[src/verilog/eiu_map.vh]
`ifndef EIU_MAP_VH
`define EIU_MAP_VH

// ****************************************************************
// Register word indices; the byte address is four times the index
// ****************************************************************
`define EIU_OFS_ASYNC_SENSE 4'h0
`define EIU_OFS_SYNC_SENSE 4'h1
`define EIU_OFS_ENABLE_MASK 4'h2
`define EIU_OFS_REQ_FLAGS 4'h3
`define EIU_OFS_PIN_STATUS 4'h4
`define EIU_WORD_LSB 2
`define EIU_WORD_MSB 5

// ****************************************************************
// Reset values
// ****************************************************************
`define EIU_RST_ASYNC_SENSE 8'h00
`define EIU_RST_SYNC_SENSE 8'h00
`define EIU_RST_ENABLE_MASK 8'h00
`define EIU_RST_REQ_FLAGS 8'h00
`define EIU_RST_PIN_SYNC 8'hFF
`define EIU_RST_IRQ_REQ 8'h00
`define EIU_RST_RDATA 32'h0000_0000

// ****************************************************************
// Field layout and sense selection codes
// ****************************************************************
`define EIU_SEL_WIDTH 2
`define EIU_NUM_ASYNC 4
`define EIU_SENSE_LOW 2'h0
`define EIU_SENSE_ANY 2'h1
`define EIU_SENSE_FALL 2'h2
`define EIU_SENSE_RISE 2'h3

// ****************************************************************
// Timing
// ****************************************************************
`define EIU_CLK_PERIOD_NS 8
`define EIU_MIN_PULSE_NS 50
`define EIU_MIN_PULSE_CYC ((`EIU_MIN_PULSE_NS + `EIU_CLK_PERIOD_NS - 1) / `EIU_CLK_PERIOD_NS)

// ****************************************************************
// AHB-Lite codes
// ****************************************************************
`define EIU_HTRANS_NONSEQ_BIT 1
`define EIU_HRESP_OKAY 1'h0

`endif

[src/verilog/eiu_ext_irq.v]
// Local design decisions: the register offsets and the AHB-Lite register port.
`timescale 1ns/1ps
// ****************************************************************
// External interrupt unit, eight lines, AHB-Lite register slave
// ****************************************************************
// Summary of operation
// - Lines 3..0 request only when global enable and their mask bit are set.
// - Lines 3..0 sense: 00 low, 01 any change, 10 falling, 11 rising edge.
// - Lines 3..0 edges caught; pulses above 50 ns always produce a request.
// - Lines 7..4 are sampled on the clock; pulses over one period are caught.
// - Lines 7..4 sense: 00 low, 01 change, 10 falling, 11 rising between samples.
// - Low-level sensing keeps requesting while the enabled pin stays low.
// - Two sense bits per line, line n at bits 2(n mod 4)+1:2(n mod 4) of its register.
// - Mask bit n enables line n together with the global enable.
// - Pin activity requests even while the pin is driven as an output.
// - A qualifying edge or change sets that line's flag.
// - Flag, mask and global enable all set raise the line's request.
// - Flag clears on handler entry or on writing one; zero writes ignored.
// - A line in low-level sensing always reads its flag as cleared.
// - Sleep with lines 3..0 disabled turns their input buffers off.
// - Edges on lines 7..4 need the I/O clock; low level works without it.
`include "eiu_map.vh"

module eiu_ext_irq (
  input wire hclk,
  input wire hresetn,
  input wire hsel,
  input wire [31:0] haddr,
  input wire [1:0] htrans,
  input wire hwrite,
  input wire [2:0] hsize,
  input wire [31:0] hwdata,
  input wire hready,
  output wire hreadyout,
  output wire [31:0] hrdata,
  output wire hresp,
  input wire [7:0] ext_irq_pin,
  input wire global_irq_en,
  input wire sleep_active,
  input wire io_clk_run,
  input wire [7:0] irq_ack,
  output wire [7:0] irq_req
);

  localparam NUM_LINES = 8;

  // ****************************************************************
  // Sense decode
  // ****************************************************************
  function sense_hit;
    input [1:0] sel;
    input cur;
    input prev;
    begin
      case (sel)
        `EIU_SENSE_ANY: sense_hit = cur ^ prev;
        `EIU_SENSE_FALL: sense_hit = prev & ~cur;
        `EIU_SENSE_RISE: sense_hit = ~prev & cur;
        default: sense_hit = 1'b0;
      endcase
    end
  endfunction

  reg [7:0] async_sense_control_r;
  reg [7:0] sync_sense_control_r;
  reg [7:0] line_enable_mask_r;
  reg [7:0] line_request_flags_r;
  reg [7:0] async_sense_control_nxt;
  reg [7:0] sync_sense_control_nxt;
  reg [7:0] line_enable_mask_nxt;
  wire [7:0] line_request_flags_nxt;
  reg [7:0] pin_meta_r;
  reg [7:0] pin_sync_r;
  reg [7:0] pin_prev_r;
  reg [7:0] irq_req_r;
  reg [31:0] hrdata_r;
  reg [3:0] dp_word_r;
  reg dp_write_r;
  reg dp_valid_r;
  reg [31:0] rd_nxt;
  wire [15:0] sense_all;
  wire [7:0] buf_off;
  wire [7:0] pin_in;
  wire [7:0] flag_clr;
  wire [7:0] level_mode;
  wire [7:0] req_nxt;
  wire ap_take;
  wire wr_go;
  wire [3:0] ap_word;

  assign sense_all = {sync_sense_control_r, async_sense_control_r};

  // ****************************************************************
  // AHB-Lite slave: zero wait states, always OKAY
  // ****************************************************************
  assign hreadyout = 1'b1;
  assign hresp = `EIU_HRESP_OKAY;
  assign hrdata = hrdata_r;
  assign ap_take = hsel & hready & htrans[`EIU_HTRANS_NONSEQ_BIT];
  assign ap_word = haddr[`EIU_WORD_MSB:`EIU_WORD_LSB];
  assign wr_go = dp_valid_r & dp_write_r;

  always @(posedge hclk or negedge hresetn) begin
    if (!hresetn) begin
      dp_valid_r <= 1'b0;
      dp_write_r <= 1'b0;
      dp_word_r <= 4'h0;
    end else if (hready) begin
      dp_valid_r <= ap_take;
      dp_write_r <= hwrite;
      dp_word_r <= ap_word;
    end
  end

  always @* begin
    async_sense_control_nxt = async_sense_control_r;
    sync_sense_control_nxt = sync_sense_control_r;
    line_enable_mask_nxt = line_enable_mask_r;
    if (wr_go) begin
      case (dp_word_r)
        `EIU_OFS_ASYNC_SENSE: async_sense_control_nxt = hwdata[7:0];
        `EIU_OFS_SYNC_SENSE: sync_sense_control_nxt = hwdata[7:0];
        `EIU_OFS_ENABLE_MASK: line_enable_mask_nxt = hwdata[7:0];
        default: async_sense_control_nxt = async_sense_control_r;
      endcase
    end
  end

  // Ones written to the flag word clear, zeros leave flags alone
  assign flag_clr = irq_ack |
    ((wr_go && dp_word_r == `EIU_OFS_REQ_FLAGS) ? hwdata[7:0] : 8'h00);

  // Read data is built from next values so a write just before a read is seen
  always @* begin
    rd_nxt = 32'h0000_0000;
    case (ap_word)
      `EIU_OFS_ASYNC_SENSE: rd_nxt[7:0] = async_sense_control_nxt;
      `EIU_OFS_SYNC_SENSE: rd_nxt[7:0] = sync_sense_control_nxt;
      `EIU_OFS_ENABLE_MASK: rd_nxt[7:0] = line_enable_mask_nxt;
      `EIU_OFS_REQ_FLAGS: rd_nxt[7:0] = line_request_flags_nxt;
      `EIU_OFS_PIN_STATUS: rd_nxt[7:0] = pin_sync_r;
      default: rd_nxt = 32'h0000_0000;
    endcase
  end

  // ****************************************************************
  // Register storage
  // ****************************************************************
  always @(posedge hclk or negedge hresetn) begin
    if (!hresetn) begin
      async_sense_control_r <= `EIU_RST_ASYNC_SENSE;
    end else begin
      async_sense_control_r <= async_sense_control_nxt;
    end
  end

  always @(posedge hclk or negedge hresetn) begin
    if (!hresetn) begin
      sync_sense_control_r <= `EIU_RST_SYNC_SENSE;
    end else begin
      sync_sense_control_r <= sync_sense_control_nxt;
    end
  end

  always @(posedge hclk or negedge hresetn) begin
    if (!hresetn) begin
      line_enable_mask_r <= `EIU_RST_ENABLE_MASK;
    end else begin
      line_enable_mask_r <= line_enable_mask_nxt;
    end
  end

  always @(posedge hclk or negedge hresetn) begin
    if (!hresetn) begin
      line_request_flags_r <= `EIU_RST_REQ_FLAGS;
    end else begin
      line_request_flags_r <= line_request_flags_nxt;
    end
  end

  // Read data is captured in the address phase and stands until the
  // next read, so a master that samples late still sees a stable value
  always @(posedge hclk or negedge hresetn) begin
    if (!hresetn) begin
      hrdata_r <= `EIU_RST_RDATA;
    end else if (ap_take && !hwrite) begin
      hrdata_r <= rd_nxt;
    end
  end

  // Registered request: one cycle of latency buys a glitch-free output
  always @(posedge hclk or negedge hresetn) begin
    if (!hresetn) begin
      irq_req_r <= `EIU_RST_IRQ_REQ;
    end else begin
      irq_req_r <= req_nxt;
    end
  end

  // ****************************************************************
  // Pin capture
  // ****************************************************************
  // No second clock exists, so lines 3..0 are oversampled at 8 ns; any
  // pulse of at least EIU_MIN_PULSE_CYC periods is seen by two samples.
  // Pins are read whatever their port direction.
  // Raw pins feed only the first flop; buffer gating acts after the
  // second flop so no logic ever reads an unsettled sample.
  always @(posedge hclk or negedge hresetn) begin
    if (!hresetn) begin
      pin_meta_r <= `EIU_RST_PIN_SYNC;
      pin_sync_r <= `EIU_RST_PIN_SYNC;
    end else begin
      pin_meta_r <= ext_irq_pin;
      pin_sync_r <= pin_meta_r;
    end
  end

  assign pin_in = pin_sync_r & ~buf_off;

  // Previous sample, compared with the current one for edge detection
  always @(posedge hclk or negedge hresetn) begin
    if (!hresetn) begin
      pin_prev_r <= `EIU_RST_PIN_SYNC;
    end else begin
      pin_prev_r[3:0] <= pin_in[3:0];
      // Lines 7..4 only take a new sample while the I/O clock runs
      if (io_clk_run) begin
        pin_prev_r[7:4] <= pin_in[7:4];
      end
    end
  end

  // ****************************************************************
  // Per-line flag and request
  // ****************************************************************
  genvar gi;
  generate
    for (gi = 0; gi < NUM_LINES; gi = gi + 1) begin : g_line
      wire [1:0] sel;
      wire edge_seen;
      wire edge_ok;
      wire flag_src;
      assign sel = sense_all[gi*`EIU_SEL_WIDTH +: `EIU_SEL_WIDTH];
      assign level_mode[gi] = (sel == `EIU_SENSE_LOW);
      if (gi < `EIU_NUM_ASYNC) begin : g_async
        // Buffer is cut off in sleep while the line is disabled
        assign buf_off[gi] = sleep_active & ~line_enable_mask_r[gi];
        assign edge_ok = 1'b1;
      end else begin : g_sync
        assign buf_off[gi] = 1'b0;
        assign edge_ok = io_clk_run;
      end
      assign edge_seen = edge_ok & sense_hit(sel, pin_in[gi], pin_prev_r[gi]);
      // A new edge wins over a clear in the same cycle
      assign line_request_flags_nxt[gi] = level_mode[gi] ? 1'b0 :
        (edge_seen | (line_request_flags_r[gi] & ~flag_clr[gi]));
      // Low level requests straight from the pin, even with the I/O clock halted
      assign flag_src = level_mode[gi] ? ~pin_in[gi] : line_request_flags_r[gi];
      assign req_nxt[gi] = global_irq_en & line_enable_mask_r[gi] & flag_src;
    end
  endgenerate

  // Software must mask a line before changing its sense bits; a change
  // made while enabled may raise one spurious flag.
  assign irq_req = irq_req_r;

endmodule // eiu_ext_irq

[config.mk]
export PLATFORM = sky130hd
export DESIGN_NAME = eiu_ext_irq
export DESIGN_NICKNAME = d
export VERILOG_FILES = /design/src/verilog/eiu_ext_irq.v
export VERILOG_INCLUDE_DIRS = /design/src /design/src/verilog
export SDC_FILE = /design/constraint.sdc
export NUM_CORES = 1
export LEC_CHECK = 0
export BUFFER_PORTS_ARGS = -buffer_cell sky130_fd_sc_hd__buf_4
export CAP_MARGIN = 20
export CORE_ASPECT_RATIO = 2
export CORE_MARGIN = 2
export CORE_UTILIZATION = 51
export CTS_BUF_LIST = sky130_fd_sc_hd__clkbuf_8 sky130_fd_sc_hd__clkbuf_16
export CTS_CLUSTER_DIAMETER = 200
export CTS_CLUSTER_SIZE = 40
export DETAILED_ROUTE_END_ITERATION = 10
export GPL_ROUTABILITY_DRIVEN = 0
export PLACE_DENSITY = 0.78
export SYNTH_ARGS = -nofsm -noshare
export SYNTH_HDL_FRONTEND = slang
export SYNTH_SLANG_ARGS = --single-unit
[constraint.sdc]
create_clock -name hclk -period 2.2 [get_ports hclk]
set_input_delay 0.22 -clock hclk [delete_from_list [all_inputs] [get_ports hclk]]
set_output_delay 0.22 -clock hclk [all_outputs]
set_load 0.03 [all_outputs]
==> impl_metrics.tcl <==
set metrics [dict create \
    ir_drop_v 0.000558 \
    max_cap_violations 0 \
    wirelength_um 8740 \
    numClockSinks 78 \
    core_area_um2 7830 \
    die_area_um2 8720 \
    p_switching_mw 1.28 \
    syn-instance-count 393 \
    dr.pass1.iters 4 \
    swShare_pct 30.8 \
    min-delay-start "hwrite" \
    cts_tree "built" \
    row_count 46 \
    htree_num_levels 3 \
    p_int_mw 2.88 \
    postCtsSetupRepairBufs 0 \
    final_hold_viol_count 0 \
    slew-limit-headroom_pct 57.9 \
    fin_nets 571 \
    ys_ff_latch 78 \
    cts_hold_buffers 9 \
    p_seq_share_pct 47.2 \
    grtUsageTotal_pct 22.1 \
    finalCritPeriodShare_pct 88.7 \
    reg2reg_from "dp_word_r[2]$_DFFE_PN0P_" \
    ios 135 \
    wire_per_inst_um 15.5 \
    cp_slowest_stage_delay_ps 470 \
    p_per_area_nw_per_um2 862 \
    cts_resized 0 \
    tns_ps 0 \
    cts_max_path_buffers 2 \
    grt_pass1_vias 2949 \
    vias 3030 \
    outcome "complete, no violations" \
    p_leak_nw 2.35 \
    via_per_inst 5.38 \
    antenna_found_initial 0 \
    dp_hpwl_um 6010 \
    crit_slowest_cell "and4bb_4" \
    power_mw 4.16 \
    r2r_setup_slack_ps 250 \
    r2r_cells 5 \
    cts_root_buf "clkbuf_16" \
    port_buffers 52 \
    grt_start_max_net_pins 50 \
    final_max_slew_viol_count 0 \
    clock_latency_ps 340 \
    drt-initial-drc-count 214 \
    hold_class "in -> reg" \
    worstPathArrival_ps 2140 \
    clk_pin_slew_worst_paths_ps 50 \
    place_inst 538 \
    rsz0062_at_grt "no" \
    drive_gt1_share_pct 28.1 \
    path_class "reg -> reg" \
    initial_core_util_pct 51.8 \
    worst_pin_slew_ps 632 \
    worst_setup_path_start_kind "flip-flop" \
    period_needed_ps 1950 \
    overflow 0 \
    reg2reg_to "hrdata[0]$_DFFE_PN0P_" \
    drcViolationCount 0 \
    clock_skew_ps 3.87 \
    cp_cell_sequence "and4bb_4 -> nand3b_4 -> mux2_2 -> a211oi_1 -> o221ai_1" \
    ys_types 40 \
    fmax_mhz 512 \
    dieWidth_um 67.0 \
    yosysSeqAreaShare_pct 48.9 \
    crit_path_start "dp_word_r[2]$_DFFE_PN0P_" \
    clkPwrFrac_pct 31.3 \
    power_frac_comb_pct 21.5 \
    avgSynthCellArea_um2 10.3 \
    cts_buffers 9 \
    cp_max_fo 13 \
    hold-worst-slack_ps 121 \
    ys.warnings.count 0 \
    finalSetupViolations 0 \
    fin_cells 563 \
    grt_pass1_wl_um 14200 \
    ant_nets 0 \
    die_h_um 130 \
    crit_required_ps 2390 \
    syn2layout_area_growth_pct 19.0 \
    holdPathEnd "dp_write_r$_DFFE_PN0P_" \
    netlist_area_um2 4050 \
    cp-end-kind "flip-flop" \
    diodes 0 \
    hold-path-cell-count 2 \
]
==> power by group through the flow <==
stage          logic [mW]  clock network [mW]  registers, mW
2_1_floorplan       0.584                   0           1.97
3_3_place_gp        0.851                   0           1.97
3_5_place_dp        0.878                   0           1.98
4_1_cts             0.899                1.34           1.96
5_1_grt             0.996                1.39           2.00
6_report            0.896                1.30           1.96
==> worst max-delay path, delay by kind of cell, from the launching register on <==
family             cells  cell delay [ps]
muxes                  1              340
DFF                    1              370
AOI/OAI and AO/OA      2              420
and+or+nand+nor        2              670
==> worst max-delay path by stage <==
stage	to	depth (start not counted)
2_1_floorplan	hrdata[5]$_DFFE_PN0P_	7
3_3_place_gp	hrdata[4]$_DFFE_PN0P_	5
3_5_place_dp	hrdata[0]$_DFFE_PN0P_	5
4_1_cts	hrdata[0]$_DFFE_PN0P_	5
5_1_grt	hrdata[7]$_DFFE_PN0P_	5
6_report	hrdata[0]$_DFFE_PN0P_	5
==> cells in the mapped netlist <==
cell type	count	share of area, %
a2111oi_0	4	0.86
a211oi_1	8	1.5
a21oi_1	10	1.2
a22o_1	1	0.22
a31oi_1	3	0.46
and2_2	1	0.19
and3_1	8	1.2
and3_2	1	0.19
and4bb_4	1	0.40
buf_1	1	0.093
buf_2	7	0.86
buf_4	27	5.0
buf_6	1	0.28
clkbuf_1	1	0.093
conb_1	2	0.19
dfrtp_1	54	33
dfstp_2	24	16
ha_1	16	4.9
inv_1	37	3.4
mux2_2	24	6.7
mux2i_1	13	3.2
nand2_1	73	6.8
nand2b_1	6	0.93
nand3_1	1	0.12
nand3b_1	1	0.19
nand3b_4	1	0.49
nand4_1	8	1.2
nand4b_2	1	0.37
nor2_1	8	0.74
nor2_2	1	0.15
nor4_4	1	0.52
nor4b_2	1	0.37
nor4b_4	1	0.59
o211ai_1	8	1.5
o21ai_0	16	2.0
o21bai_2	1	0.28
o221ai_1	8	1.7
o22ai_1	8	1.2
o31ai_1	4	0.74
or4_1	1	0.19
==> cell families after synthesis <==
group,count (synthesis),share of synthesized area [%]
other,2,0.185
AOI/OAI and AO/OA,71,11.7
and+or+nand+nor,115,14.7
DFF,78,48.9
adders and majority gates,16,4.94
muxes,37,9.88
buffers and inverters,74,9.75
==> routing by layer <==
metal	wire length, um	vias to the layer above	global-route usage (%)
li1	-	1443	-
met1	3530	1483	28.2
met4	161	0	10.3
met3	559	10	4.48
met2	4490	94	35.6
met5	0	-	0
==> area by class of cell <==
type,count,area (um^2)
clock inverter,6,23.8
sequential,78,1980
fill,692,3000
clock buffer,10,239
tap,96,120
timing repair buffer,71,556
multi-input combinational,265,1770
inverter,37,139
==> per-stage QoR <==
stage | setup slack, ps | utilization (%) | cell area (um^2)
2_1_floorplan | 499 | - | 4140
3_3_place_gp | 307 | 57.1 | 4470
3_5_place_dp | 304 | 57.1 | 4470
4_1_cts | 283 | 61.7 | 4830
5_1_grt | 99.5 | 61.7 | 4830
6_report | 248 | 61.7 | 4830
==> cell usage in the layout, fill, tap and decap left out, types with 6 or more instances in the layout <==
master,Yosys,layout
inv_1,37,42
nand4_1,8,8
dfrtp_1,54,54
nand2b_1,6,6
a211oi_1,8,8
o221ai_1,8,8
o211ai_1,8,8
nor2_1,8,8
clkbuf_16,0,9
o22ai_1,8,8
conb_1,2,26
mux2_2,24,24
ha_1,16,16
a21oi_1,10,10
mux2i_1,13,13
o21ai_0,16,16
nand2_1,73,73
dlygate4sd3_1,0,9
buf_4,27,62
and3_1,8,8
dfstp_2,24,24
No activity file was read; power rests on OpenSTA's default activity.
